### src/rcc_pkg.sv
// Purpose: Shared constants and types of the recording control command handler
// Assumes: 100 MHz core clock, 512-byte blocks
// Notes: APB offsets are byte addresses of aligned 32-bit words
package rcc_pkg;

  // ************************************************************
  // Timing
  // ************************************************************
  localparam int CLK_KHZ = 100000;
  localparam int START_BUSY_MS = 1000;
  localparam int FN_BUSY_MS = 10;
  localparam int WR_BUSY_MS = 250;
  localparam int DIR_WR_BUSY_MS = 500;
  localparam int START_BUSY_CYC = START_BUSY_MS * CLK_KHZ;
  localparam int FN_BUSY_CYC = FN_BUSY_MS * CLK_KHZ;
  localparam int WR_BUSY_CYC = WR_BUSY_MS * CLK_KHZ;
  localparam int DIR_WR_BUSY_CYC = DIR_WR_BUSY_MS * CLK_KHZ;

  // ************************************************************
  // Commands and functions
  // ************************************************************
  localparam logic [5:0] CMD_STATUS = 6'h0d;
  localparam logic [5:0] CMD_RD_SINGLE = 6'h11;
  localparam logic [5:0] CMD_RD_MULTI = 6'h12;
  localparam logic [5:0] CMD_REC_CTRL = 6'h14;
  localparam logic [5:0] CMD_WR_SINGLE = 6'h18;
  localparam logic [5:0] CMD_WR_MULTI = 6'h19;
  localparam logic [5:0] CMD_ERASE_START = 6'h20;
  localparam logic [5:0] CMD_ERASE_END = 6'h21;
  localparam logic [5:0] CMD_ERASE = 6'h26;
  localparam logic [5:0] CMD_SECURE = 6'h2a;
  localparam logic [3:0] FN_START_REC = 4'h0;
  localparam logic [3:0] FN_UPDATE_DIR = 4'h1;
  localparam logic [3:0] FN_UPDATE_CI = 4'h2;

  // ************************************************************
  // Write sizes in blocks and last table cycle index
  // ************************************************************
  localparam logic [15:0] ONE_BLOCK = 16'h0001;
  localparam logic [15:0] RU_MASK = 16'h03ff;
  localparam logic [15:0] TABLE_MAX_BLOCKS = 16'h0020;
  localparam logic [2:0] FAT_LAST_CYCLE = 3'h7;

  // ************************************************************
  // Grades and allocation unit size code
  // ************************************************************
  localparam logic [3:0] GRADE_0 = 4'h0;
  localparam logic [3:0] GRADE_1 = 4'h1;
  localparam logic [3:0] GRADE_2 = 4'h2;
  localparam logic [3:0] GRADE_3 = 4'h3;
  localparam logic [3:0] AU_SIZE_64MB_CODE = 4'hf;

  // ************************************************************
  // Register map
  // ************************************************************
  localparam logic [11:0] OFS_CTRL = 12'h000;
  localparam logic [11:0] OFS_STATUS = 12'h004;
  localparam logic [11:0] OFS_DIR_ADDR = 12'h008;
  localparam logic [11:0] OFS_FAT_CNT = 12'h00c;
  localparam logic [11:0] OFS_CFG_HI = 12'h014;
  localparam int CTRL_GRADE_LSB = 0;
  localparam int CTRL_AU_LSB = 4;
  localparam int CTRL_EXT_CAP = 8;
  localparam int CTRL_HD_MODE = 9;
  localparam int CTRL_LP_MODE = 10;
  localparam int ST_PERF_LOST = 4;
  localparam logic [31:0] CTRL_RESET = 32'h0000_0000;

  // ************************************************************
  // Types
  // ************************************************************
  typedef enum logic [2:0] {
    ST_IDLE = 3'b001,
    ST_RESP = 3'b010,
    ST_BUSY = 3'b100
  } rcc_state_type;

  typedef enum logic [2:0] {
    WC_OTHER = 3'h0,
    WC_STREAM = 3'h1,
    WC_TABLE = 3'h2,
    WC_DIR = 3'h3,
    WC_CI = 3'h4
  } rcc_wclass_type;

endpackage : rcc_pkg

### src/rcc_busy_if.sv
// Purpose: Carrier between the command handler and its busy timer
// Assumes: All signals on the core clock
// Notes: None
`timescale 1ns/10ps
interface rcc_busy_if;
  logic start;
  logic [31:0] cap;
  logic done;
  logic busy;
  logic expired;
  modport timer (input start, input cap, input done, output busy, output expired);
  modport ctrl (output start, output cap, output done, input busy, input expired);
endinterface : rcc_busy_if

### src/rcc_cmd_handler.sv
// Purpose: Card-side recording control command handler with APB registers
// Assumes: Command fields on pins are stable over a link clock period
// Notes: Media engine reports completion on be_done and faults on be_err
// Overview of operation
// - Start-recording busy lasts at most one second while preparing.
// - After update-directory, next single-block write fixes the directory location.
// - Directory area written by single blocks; repeats need no new function.
// - Every directory-area write counts as one of eight table cycles.
// - Update-directory during recording ends it; next write is new directory.
// - Update-directory busy is at most 10 ms.
// - Update-continuity during recording marks next single-block write as continuity.
// - Update-continuity busy is at most 10 ms.
// - Oversized directory or continuity write accepted, no error, performance lost.
// - Recording starts on start-recording, ends on update-directory or foreign write.
// - Grade reported in status: 0, 1 or 3; higher implies lower.
// - Reported allocation unit size never above 64 MB.
// - No grade claimed in two-lane half-duplex or low-power mode.
// - High-capacity grade cards perform without the recording control command.
// - Write busy at most 250 ms; extended-card directory write 500 ms.
// - Errors during command busy show in next command's status response.
// - Command answered by status response then function-dependent busy.
// - Command support shown by configuration register bit 32.
`timescale 1ns/10ps
module rcc_cmd_handler import rcc_pkg::*; #(
  parameter int START_CYC = START_BUSY_CYC,
  parameter int FN_CYC = FN_BUSY_CYC,
  parameter int WR_CYC = WR_BUSY_CYC,
  parameter int DIR_WR_CYC = DIR_WR_BUSY_CYC,
  parameter bit CMD_SUPPORT = 1'b1
) (
  input wire logic clk,
  input wire logic nrst,
  input wire logic [11:0] paddr,
  input wire logic psel,
  input wire logic penable,
  input wire logic pwrite,
  input wire logic [31:0] pwdata,
  output logic [31:0] prdata,
  output logic pready,
  output logic pslverr,
  input wire logic link_clk,
  input wire logic cmd_valid,
  input wire logic [5:0] cmd_index,
  input wire logic [3:0] recording_function_select,
  input wire logic [31:0] cmd_addr,
  input wire logic [15:0] cmd_blocks,
  input wire logic be_done,
  input wire logic be_err,
  output logic busy,
  output logic resp_toggle,
  output logic resp_err,
  output logic rec_active,
  output logic [2:0] wr_class,
  output logic perf_ok
);

  // ************************************************************
  // Parameter checks
  // ************************************************************
  if (START_CYC < 1 || FN_CYC < 1 || WR_CYC < 1 || DIR_WR_CYC < 1) begin : g_chk
    $error("Busy bounds must be at least one cycle");
  end

  // ************************************************************
  // Link sampling
  // ************************************************************
  localparam int SW = 60;
  logic [SW-1:0] sync_q;
  logic lclk_s;
  logic lclk_prev_ff;
  logic take;
  logic [5:0] c_idx;
  logic [3:0] c_fn;
  logic [31:0] c_addr;
  logic [15:0] c_blk;

  rcc_sync #(.W(SW)) u_sync (
    .clk(clk),
    .nrst(nrst),
    .d({link_clk, cmd_valid, cmd_index, recording_function_select, cmd_addr, cmd_blocks}),
    .q(sync_q)
  );

  assign lclk_s = sync_q[59];
  assign c_idx = sync_q[57:52];
  assign c_fn = sync_q[51:48];
  assign c_addr = sync_q[47:16];
  assign c_blk = sync_q[15:0];

  always_ff @(posedge clk) begin
    if (!nrst) begin
      lclk_prev_ff <= 1'b0;
    end else begin
      lclk_prev_ff <= lclk_s;
    end
  end

  rcc_state_type state_ff;
  assign take = lclk_s && !lclk_prev_ff && sync_q[58] && (state_ff == ST_IDLE);

  // ************************************************************
  // Busy timer
  // ************************************************************
  rcc_busy_if bif ();

  rcc_busy_timer u_timer (
    .clk(clk),
    .nrst(nrst),
    .bif(bif)
  );

  // ************************************************************
  // Decode
  // ************************************************************
  logic [31:0] ctrl_ff;
  logic rec_ff;
  logic dir_pend_ff;
  logic ci_pend_ff;
  logic dir_valid_ff;
  logic dir_armed_ff;
  logic [31:0] dir_addr_ff;
  logic is_fn;
  logic is_wr;
  logic fn_bad;
  logic allowed;
  logic oversize;
  rcc_wclass_type wc;
  logic [31:0] cap;

  always_comb begin
    is_fn = (c_idx == CMD_REC_CTRL);
    is_wr = (c_idx == CMD_WR_SINGLE) || (c_idx == CMD_WR_MULTI);
    fn_bad = is_fn && (c_fn != FN_START_REC) && (c_fn != FN_UPDATE_DIR)
             && (c_fn != FN_UPDATE_CI);
    allowed = is_fn || is_wr || (c_idx == CMD_STATUS) || (c_idx == CMD_RD_SINGLE)
              || (c_idx == CMD_RD_MULTI) || (c_idx == CMD_ERASE_START)
              || (c_idx == CMD_ERASE_END) || (c_idx == CMD_ERASE)
              || (c_idx == CMD_SECURE);
    oversize = (c_blk > ONE_BLOCK);
    wc = WC_OTHER;
    if (dir_pend_ff || ci_pend_ff) begin
      wc = dir_pend_ff ? WC_DIR : WC_CI;
    end else if (dir_valid_ff && (c_addr == dir_addr_ff) && !oversize) begin
      wc = WC_DIR;
    end else if (rec_ff && ((c_blk & RU_MASK) == 16'h0000) && (c_blk != 16'h0000)) begin
      wc = WC_STREAM;
    end else if (rec_ff && (c_blk <= TABLE_MAX_BLOCKS)) begin
      wc = WC_TABLE;
    end
    cap = WR_CYC;
    if (is_fn) begin
      cap = (c_fn == FN_START_REC) ? START_CYC : FN_CYC;
    end else if (wc == WC_DIR && ctrl_ff[CTRL_EXT_CAP]) begin
      cap = DIR_WR_CYC;
    end
  end

  // ************************************************************
  // Command sequencing
  // ************************************************************
  logic [31:0] cap_ff;
  logic start_ff;
  logic busy_ff;
  logic resp_tg_ff;
  logic resp_err_ff;
  logic err_pend_ff;
  logic need_busy_ff;

  always_ff @(posedge clk) begin
    if (!nrst) begin
      state_ff <= ST_IDLE;
      start_ff <= 1'b0;
      busy_ff <= 1'b0;
      cap_ff <= 32'h0000_0001;
      need_busy_ff <= 1'b0;
      resp_tg_ff <= 1'b0;
      resp_err_ff <= 1'b0;
    end else begin
      start_ff <= 1'b0;
      unique case (state_ff)
        ST_IDLE: begin
          if (take) begin
            cap_ff <= cap;
            need_busy_ff <= (is_fn && !fn_bad) || is_wr;
            state_ff <= ST_RESP;
          end
        end
        ST_RESP: begin
          resp_tg_ff <= !resp_tg_ff;
          resp_err_ff <= err_pend_ff;
          if (need_busy_ff) begin
            start_ff <= 1'b1;
            busy_ff <= 1'b1;
            state_ff <= ST_BUSY;
          end else begin
            state_ff <= ST_IDLE;
          end
        end
        ST_BUSY: begin
          if (!start_ff && !bif.busy) begin
            busy_ff <= 1'b0;
            state_ff <= ST_IDLE;
          end
        end
      endcase
    end
  end

  assign bif.start = start_ff;
  assign bif.cap = cap_ff;
  assign bif.done = be_done;

  // Error caught during busy waits for the next response
  always_ff @(posedge clk) begin
    if (!nrst) begin
      err_pend_ff <= 1'b0;
    end else if ((busy_ff && be_err) || bif.expired || (take && fn_bad)) begin
      err_pend_ff <= 1'b1;
    end else if (state_ff == ST_RESP) begin
      err_pend_ff <= 1'b0;
    end
  end

  // ************************************************************
  // Recording state
  // ************************************************************
  logic [2:0] fat_idx_ff;
  logic [15:0] fat_total_ff;
  logic perf_lost_ff;
  logic [2:0] wclass_ff;
  logic pl_clr;

  always_ff @(posedge clk) begin
    if (!nrst) begin
      rec_ff <= 1'b0;
      dir_pend_ff <= 1'b0;
      ci_pend_ff <= 1'b0;
      dir_armed_ff <= 1'b0;
    end else if (take) begin
      if (is_fn && c_fn == FN_START_REC) begin
        rec_ff <= 1'b1;
        dir_armed_ff <= 1'b0;
      end else if (is_fn && c_fn == FN_UPDATE_DIR) begin
        rec_ff <= 1'b0;
        dir_pend_ff <= 1'b1;
        ci_pend_ff <= 1'b0;
      end else if (is_fn && c_fn == FN_UPDATE_CI) begin
        ci_pend_ff <= rec_ff;
      end else if (is_wr) begin
        dir_pend_ff <= 1'b0;
        ci_pend_ff <= 1'b0;
        if (dir_pend_ff) begin
          dir_armed_ff <= 1'b1;
        end
        if (wc == WC_OTHER) begin
          rec_ff <= 1'b0;
        end
      end else if (!allowed) begin
        dir_armed_ff <= 1'b0;
      end
    end
  end

  always_ff @(posedge clk) begin
    if (!nrst) begin
      dir_addr_ff <= 32'h0000_0000;
      dir_valid_ff <= 1'b0;
    end else if (take && is_wr && dir_pend_ff) begin
      dir_addr_ff <= c_addr;
      dir_valid_ff <= 1'b1;
    end
  end

  always_ff @(posedge clk) begin
    if (!nrst) begin
      fat_idx_ff <= 3'h0;
      fat_total_ff <= 16'h0000;
    end else if (take && is_wr && wc == WC_DIR) begin
      fat_idx_ff <= (fat_idx_ff == FAT_LAST_CYCLE) ? 3'h0 : fat_idx_ff + 3'h1;
      fat_total_ff <= fat_total_ff + 16'h0001;
    end
  end

  // Oversized write is taken silently; the set wins over a clear
  always_ff @(posedge clk) begin
    if (!nrst) begin
      perf_lost_ff <= 1'b0;
    end else if (take && is_wr && (dir_pend_ff || ci_pend_ff) && oversize) begin
      perf_lost_ff <= 1'b1;
    end else if (pl_clr) begin
      perf_lost_ff <= 1'b0;
    end
  end

  always_ff @(posedge clk) begin
    if (!nrst) begin
      wclass_ff <= WC_OTHER;
    end else if (take && is_wr) begin
      wclass_ff <= wc;
    end
  end

  // ************************************************************
  // Grade reporting
  // ************************************************************
  logic [3:0] grade_rep;
  logic perf_ok_ff;

  always_comb begin
    grade_rep = ctrl_ff[CTRL_GRADE_LSB +: 4];
    if (ctrl_ff[CTRL_HD_MODE] || ctrl_ff[CTRL_LP_MODE]) begin
      grade_rep = GRADE_0;
    end
  end

  always_ff @(posedge clk) begin
    if (!nrst) begin
      perf_ok_ff <= 1'b0;
    end else begin
      perf_ok_ff <= (grade_rep != GRADE_0) && !perf_lost_ff
                    && (rec_ff || !ctrl_ff[CTRL_EXT_CAP]);
    end
  end

  // ************************************************************
  // APB slave
  // ************************************************************
  logic [31:0] prdata_ff;
  logic pready_ff;
  logic pslverr_ff;
  logic wr_ok;
  logic mapped;
  logic [3:0] g_in;
  logic [3:0] au_in;
  logic [31:0] rd_val;

  assign wr_ok = psel && penable && pready_ff && pwrite && !pslverr_ff;
  assign pl_clr = wr_ok && (paddr == OFS_STATUS) && pwdata[ST_PERF_LOST];

  always_comb begin
    mapped = 1'b1;
    rd_val = 32'h0000_0000;
    unique case (paddr)
      OFS_CTRL: rd_val = ctrl_ff;
      OFS_STATUS: rd_val = {22'h000000, grade_rep, err_pend_ff, perf_lost_ff,
                            dir_armed_ff, ci_pend_ff, dir_pend_ff, rec_ff};
      OFS_DIR_ADDR: rd_val = dir_addr_ff;
      OFS_FAT_CNT: rd_val = {13'h0000, fat_total_ff, fat_idx_ff};
      OFS_CFG_HI: rd_val = {31'h00000000, CMD_SUPPORT};
      default: mapped = 1'b0;
    endcase
    g_in = pwdata[CTRL_GRADE_LSB +: 4];
    if (g_in == GRADE_2) begin
      g_in = GRADE_1;
    end else if (g_in > GRADE_3) begin
      g_in = GRADE_3;
    end
    au_in = pwdata[CTRL_AU_LSB +: 4];
  end

  always_ff @(posedge clk) begin
    if (!nrst) begin
      pready_ff <= 1'b0;
      pslverr_ff <= 1'b0;
      prdata_ff <= 32'h0000_0000;
    end else if (psel && penable && !pready_ff) begin
      pready_ff <= 1'b1;
      pslverr_ff <= !mapped;
      prdata_ff <= pwrite ? 32'h0000_0000 : rd_val;
    end else begin
      pready_ff <= 1'b0;
      pslverr_ff <= 1'b0;
    end
  end

  always_ff @(posedge clk) begin
    if (!nrst) begin
      ctrl_ff <= CTRL_RESET;
    end else if (wr_ok && paddr == OFS_CTRL) begin
      ctrl_ff <= {21'h000000, pwdata[CTRL_LP_MODE], pwdata[CTRL_HD_MODE],
                  pwdata[CTRL_EXT_CAP], au_in, g_in};
    end
  end

  assign prdata = prdata_ff;
  assign pready = pready_ff;
  assign pslverr = pslverr_ff;
  assign busy = busy_ff;
  assign resp_toggle = resp_tg_ff;
  assign resp_err = resp_err_ff;
  assign rec_active = rec_ff;
  assign wr_class = wclass_ff;
  assign perf_ok = perf_ok_ff;

endmodule : rcc_cmd_handler

### src/rcc_sync.sv
// Purpose: Two-stage synchroniser for a bundle of pins
// Assumes: Bundle changes slowly against the core clock
// Notes: Only the second stage is visible
`timescale 1ns/10ps
module rcc_sync #(
  parameter int W = 1
) (
  input wire logic clk,
  input wire logic nrst,
  input wire logic [W-1:0] d,
  output logic [W-1:0] q
);
  logic [W-1:0] meta_ff;
  logic [W-1:0] q_ff;

  always_ff @(posedge clk) begin
    if (!nrst) begin
      meta_ff <= '0;
      q_ff <= '0;
    end else begin
      meta_ff <= d;
      q_ff <= meta_ff;
    end
  end

  assign q = q_ff;
endmodule : rcc_sync

### src/rcc_busy_timer.sv
// Purpose: Busy period with an upper bound in cycles
// Assumes: cap of at least one cycle
// Notes: Ends early on done, flags expiry when the bound is hit
`timescale 1ns/10ps
module rcc_busy_timer (
  input wire logic clk,
  input wire logic nrst,
  rcc_busy_if.timer bif
);
  logic [31:0] cnt_ff;
  logic busy_ff;
  logic expired_ff;

  always_ff @(posedge clk) begin
    if (!nrst) begin
      cnt_ff <= 32'h0000_0000;
      busy_ff <= 1'b0;
      expired_ff <= 1'b0;
    end else begin
      expired_ff <= 1'b0;
      if (bif.start) begin
        cnt_ff <= bif.cap - 32'h0000_0001;
        busy_ff <= 1'b1;
      end else if (busy_ff) begin
        if (bif.done) begin
          busy_ff <= 1'b0;
        end else if (cnt_ff == 32'h0000_0000) begin
          busy_ff <= 1'b0;
          expired_ff <= 1'b1;
        end else begin
          cnt_ff <= cnt_ff - 32'h0000_0001;
        end
      end
    end
  end

  assign bif.busy = busy_ff;
  assign bif.expired = expired_ff;
endmodule : rcc_busy_timer

### config.mk
export PLATFORM = sky130hd
export DESIGN_NAME = rcc_cmd_handler
export DESIGN_NICKNAME = d
export VERILOG_FILES = /design/src/rcc_pkg.sv /design/src/rcc_busy_if.sv /design/src/rcc_cmd_handler.sv /design/src/rcc_sync.sv /design/src/rcc_busy_timer.sv
export SDC_FILE = /design/constraint.sdc
export NUM_CORES = 1
export LEC_CHECK = 0
export ABC_AREA = 1
export BUFFER_PORTS_ARGS = -buffer_cell sky130_fd_sc_hd__buf_4
export CAP_MARGIN = 25
export CORE_MARGIN = 2
export CORE_UTILIZATION = 55
export CTS_BUF_LIST = sky130_fd_sc_hd__clkbuf_4
export CTS_CLUSTER_DIAMETER = 120
export DETAILED_ROUTE_END_ITERATION = 7
export PLACE_DENSITY = 0.84
export SETUP_SLACK_MARGIN = 0.1
export SLEW_MARGIN = 20
export SYNTH_ARGS = -nofsm -noshare
export SYNTH_HDL_FRONTEND = slang
export SYNTH_HIERARCHICAL = 1
export SYNTH_SLANG_ARGS = --single-unit
### constraint.sdc
create_clock -name clk -period 6.04 [get_ports clk]
set_clock_uncertainty 0.15 [all_clocks]
set_input_delay 0.302 -clock clk [delete_from_list [all_inputs] [get_ports clk]]
set_output_delay 0.302 -clock clk [all_outputs]
set_load 0.05 [all_outputs]
# Word-level counts from Yosys, hierarchy flattened
# Cells that the tools add are included.
# classes
addsub,4
n_lt_le_gt_ge,3
n_eq_ne,36
mux,53
bitwise,3
n_reduce_logical,88
# op_table
operator,n
$mux 32,5
$pmux 32 s5,1
$sub 32x1->32 const B,2
$mux 27,2
$logic_and 1x1->1,34
$eq 32x32->1,1
$logic_not 32->1,1
$eq 6x5->1 const B,5
$mux 1,30
$mux 26,1
$eq 12x4->1 const B,2
$eq 6x6->1 const B,4
$mux 3,6
$add 16x1->16 const B,1
$gt 16x1->1 const B,1
$le 16x6->1 const B,1
$logic_not 16->1,1
$reduce_bool 16->1,1
$logic_or 1x1->1,15
$ne 2x2->1 const B,7
$eq 12x3->1 const B,1
$eq 12x5->1 const B,1
$logic_not 12->1,1
$mux 4,3
29 further kinds,60
# totals
reg_bits,302
in_bits,111
out_inout_bits,42
word_cells,216

# Logic depth before layout (Yosys ltp)
# depth
ltp_word,15
mapped_depth,15
depth_no_buf,14

# Cells and area by module
# Netlist, hierarchy kept.
# by_module_without_submodules
mod,n_inst,cells_per_inst,area_each_um2,seq_area_each_um2
rcc_cmd_handler,1,916,6291.0,2602.5
rcc_sync,1,373,3433.3,2402.3
rcc_busy_timer,1,569,3057.9,680.7

# Worst setup path after synthesis
# OpenSTA, ideal clock, no wires.
# synth_path
kind,reg-to-reg
from,reg start_ff (netlist: bif.start)
to,reg u_timer.cnt_ff[30]
t_arrival_ns,1.706
t_required_ns,5.781
slack_ns,4.075
path_stages_with_launch,14
path_buffers,1
synth_period_minus_slack_ns,1.965
path_cell_list,dfxtp_1 -> inv_2 -> buf_6 -> nand2_1 -> nand2_1 -> inv_1 -> ha_1 -> nand2_1 -> nor3_2 -> nand2_2 -> o21bai_1 -> nand3_1 -> nand2_1 -> inv_1
# synth_between
elab_chain_cells,2
word_cells_on_any_way,5
# synth_rtl
element,line,rtl
from (decl),rcc_cmd_handler.sv:162,logic start_ff;
from (signal assigned),rcc_cmd_handler.sv:172,start_ff <= 1'b0;
from (signal assigned),rcc_cmd_handler.sv:179,start_ff <= 1'b0;
from (signal assigned),rcc_cmd_handler.sv:192,start_ff <= 1'b1;
"$ne 2x2->1 (no source line), or another cell as far along",-,
$reduce_and 3->1 (no source line),-,
to (signal assigned),rcc_busy_timer.sv:22,cnt_ff <= bif.cap - 32'h0000_0001;
to (signal assigned),rcc_busy_timer.sv:31,cnt_ff <= cnt_ff - 32'h0000_0001;
to (decl),rcc_busy_timer.sv:10,logic [31:0] cnt_ff;
# Parallel ways exist; a longest one is shown, timed or not.
# A chain may end at the register's enable or synchronous reset.

# Worst setup path in the final report
# layout_path
from,reg u_sync.q_ff[59] (netlist: u_sync/q[59])
to,reg dir_addr_ff[10]
# layout_between
elab_chain_cells,5
# layout_rtl
element,line,rtl
from (decl),rcc_sync.sv:14,logic [W-1:0] q_ff;
from (signal assigned),rcc_sync.sv:22,q_ff <= meta_ff;
$logic_and 1x1->1 (3 in series),rcc_cmd_handler.sv:99,assign take = lclk_s && !lclk_prev_ff && sync_q[58] && (state_ff == ST_IDLE);
$logic_and 1x1->1 (2 in series),rcc_cmd_handler.sv:268,end else if (take && is_wr && dir_pend_ff) begin
to (signal assigned),rcc_cmd_handler.sv:269,dir_addr_ff <= c_addr;
to (decl),rcc_cmd_handler.sv:121,logic [31:0] dir_addr_ff;
# Every way passes these cells.

==> flow_summary.yaml <==
status:
  status: "complete, no violations"
worst_hold_path:
  holdCritPathClass: "input port to register"
  min_path_cells: 5
  min_from: "paddr[6]"
  hold_end: "pslverr$_SDFF_PN0_"
cts:
  clockBufferDepth: 3
  cts_num_sinks: 284
  htree_levels: 3
  cts_root_buffer: "clkbuf_4"
  numCtsBuffers: 75
  cts_tree: "built"
  path_clk_slew_ps: 60
  clock_latency_ps: 700
sta:
  fin_crit_sh: 0.6024
  setup_viol: 0
  timing.fmax_mhz: 274.8
  maxSlewHeadroom: 0.3890
  period_minus_slack_ps: 3639
  finalMaxSlewViolations: 0
  worst_pin_slew_ps: 916.5
  fin_tns_setup_ps: 0
  hold_viol_final: 0
  rsz0062_at_grt: "false"
placement:
  io_buffers: 131
  postPlaceCellArea_um2: 13800
  place_congestion: 0.9019
  hpwl_um: 21690
die:
  core-area_um2: 22710
  boundaryPins: 153
  die_x_um: 156.5
  initial_core_util: 0.5629
  die_area_um2: 24480
  rows: 55
  die-height_um: 156.5
pwr:
  powerDensity_nw_per_um2: 240.9
  leakagePower_nw: 7.937
  peakVddDrop_uv: 185.6
synthesis:
  synth-edff-count: 0
  ys.flop_type: "dfxtp_1"
  synth_area_um2: 12780
  synth-seq-cells: 284
  synth_cell_types: 44
  syn_avg_cell_area_um2: 6.880
  async_flop_share: 0
  yosysSeqAreaShare: 0.4448
  synth_cells: 1858
  ys_warn_count: 6
global_route:
  grt_pass1_vias: 12066
  grt_max_degree: 104
  grt_usage: 0.2851
  antenna_found_initial: 1
  grt_pass1_wl_um: 56330
  grt_overflow: 0
final_layout:
  drive_gt1_frac: 0.1430
  final_common_cell: "nand2_1"
  stdcell_area_um2: 15640
  num-fill-cells: 1769
  final_cell_mix: "538 x nand2_1, 331 x inv_1, 284 x dfxtp_1"
  syn_to_final_growth_pct: 22.39
  final_nets: 2226
  utilization: 0.6889
critical_path:
  required_ps: 6450
  worst_setup_path_end_kind: "register"
  cp_max_fo: 44
  critPathLaunchType: "register"
  r2r_start: "u_sync/q[59]$_SDFF_PN0_"
  r2r_setup_slack_ps: 2400
  crit_start: "u_sync/q[59]$_SDFF_PN0_"
  r2r-end: "dir_addr_ff[10]$_SDFFE_PN0P_"
  arrival_ps: 4050
  path_class: "register to register"
  r2r_cells: 10
run:
  maxCapViolCount: 0
routing:
  route.detailed.drc: 0
  antenna_left: 0
  drt-initial-drc-count: 1083
  viasPerCell: 5.150
  first_pass_iters: 6
  route.vias.total: 12586
  wire_per_inst_um: 14.30
  wirelength_um: 34940
synthesized netlist by cell type (4+ instances only):
| cell type | number | area share |
|---|---|---|
| buf_6 | 18 | 0.016 |
| ha_1 | 4 | 0.0039 |
| buf_2 | 11 | 0.0043 |
| nor2_4 | 8 | 0.0070 |
| inv_1 | 332 | 0.097 |
| a211oi_1 | 4 | 0.0023 |
| or2_2 | 4 | 0.0020 |
| dfxtp_1 | 284 | 0.44 |
| nor4_1 | 5 | 0.0024 |
| o22ai_1 | 15 | 0.0073 |
| nand3_1 | 94 | 0.037 |
| nand2_1 | 538 | 0.16 |
| o31ai_1 | 7 | 0.0041 |
| xnor2_1 | 11 | 0.0075 |
| clkbuf_1 | 33 | 0.0097 |
| nor2_1 | 150 | 0.044 |
| a31oi_1 | 4 | 0.0020 |
| nor3_1 | 15 | 0.0059 |
| inv_2 | 11 | 0.0032 |
| nor2_2 | 12 | 0.0059 |
| a21oi_1 | 123 | 0.048 |
| nand2_2 | 14 | 0.0069 |
| xor2_1 | 24 | 0.016 |
| nand4_1 | 17 | 0.0083 |
| o21ai_0 | 88 | 0.034 |
| nor3_2 | 5 | 0.0039 |
cells by family (layout without fill, tap and decap cells):
family,Yosys count,count (layout),share of synthesized area
DFF,284,284,0.4448
buffers and inverters,410,693,0.1329
AOI/OAI and AO/OA,258,258,0.1095
other,1,19,0.0002934
and+or+nand+nor,866,866,0.2846
adders and majority gates,4,4,0.003916
xor gates and xnor gates,35,35,0.02398
sequential cells by signal, indices dropped and copies added (netlist names), 11 cells and up:
name	cells
fat_total_ff	16
prdata	32
u_timer/cnt_ff	32
bif.cap	14
ctrl_ff	11
u_sync/q	60
u_sync/meta_ff	60
dir_addr_ff	32
worst max path at each step:
stage | to | slack, ps
after floorplan | u_timer/cnt_ff[30]$_SDFFE_PN0P_ | 4080
after global placement | dir_addr_ff[19]$_SDFFE_PN0P_ | 2650
after detailed placement | dir_addr_ff[16]$_SDFFE_PN0P_ | 2530
after CTS | dir_addr_ff[16]$_SDFFE_PN0P_ | 2550
after global routing | dir_addr_ff[10]$_SDFFE_PN0P_ | 2140
final | dir_addr_ff[10]$_SDFFE_PN0P_ | 2400
critical path, cell delays in order, from the launching register on:
cell     delay (ps)
dfxtp_1         320
nand2_1          50
nor2_1          210
inv_1           120
nor2_2          470
inv_2           250
nor2_4          600
nand2_1         560
buf_4           440
o21ai_0         290
a21oi_1          70
power breakdown:
part / switching [W] / internal (W) / leakage (nW) / total, W
logic: 0.000115 / 0.000110 / 5.10 / 0.000226
registers: 0.0000190 / 0.00191 / 2.31 / 0.00193
clock network: 0.000787 / 0.000823 / 0.521 / 0.00161
timing repair:
item / 4_1_cts / 5_1_grt
hold buffers: 94 / 0
hold endpoints to repair: 126 / 0
gates resized for setup: 0 / 0
buffers inserted: 0 / 0
cell type report:
| type | count | area (um^2) | area share |
|---|---|---|---|
| antenna | 5 | 12.51 | 0.0007998 |
| multi-input combinational | 1177 | 5446 | 0.3482 |
| timing repair buffer | 230 | 1966 | 0.1256 |
| inverter | 343 | 1287 | 0.08230 |
| clock buffer | 101 | 758.2 | 0.04847 |
| tap | 285 | 356.6 | 0.02279 |
| sequential | 284 | 5685 | 0.3634 |
| clock inverter | 19 | 131.4 | 0.008398 |
per-stage QoR:
step / power [W] / setup WS (ps) / hold slack, ps / instances
floorplan: 0.002072 / 4075 / 240.5 / 1871
global placement: 0.002135 / 2647 / 244.8 / 2225
detailed placement: 0.002140 / 2529 / 246.0 / 2225
CTS: 0.003777 / 2550 / 4.607 / 2439
global route: 0.003920 / 2140 / 60.37 / 2443
finish: 0.003768 / 2401 / 34.92 / 2444
per-layer routing:
| metal | share of wire | track usage | wire (um) | vias to the layer above |
|---|---|---|---|---|
| met1 | 0.41 | 0.3529 | 14470 | 5721 |
| met4 | 0.033 | 0.1171 | 1149 | 0 |
| met3 | 0.071 | 0.04819 | 2497 | 103 |
| met5 | 0 | 0 | 0 | - |
| met2 | 0.48 | 0.4930 | 16820 | 530 |
| li1 | - | - | - | 6232 |
Note: power is estimated with default switching activity, not from simulation.
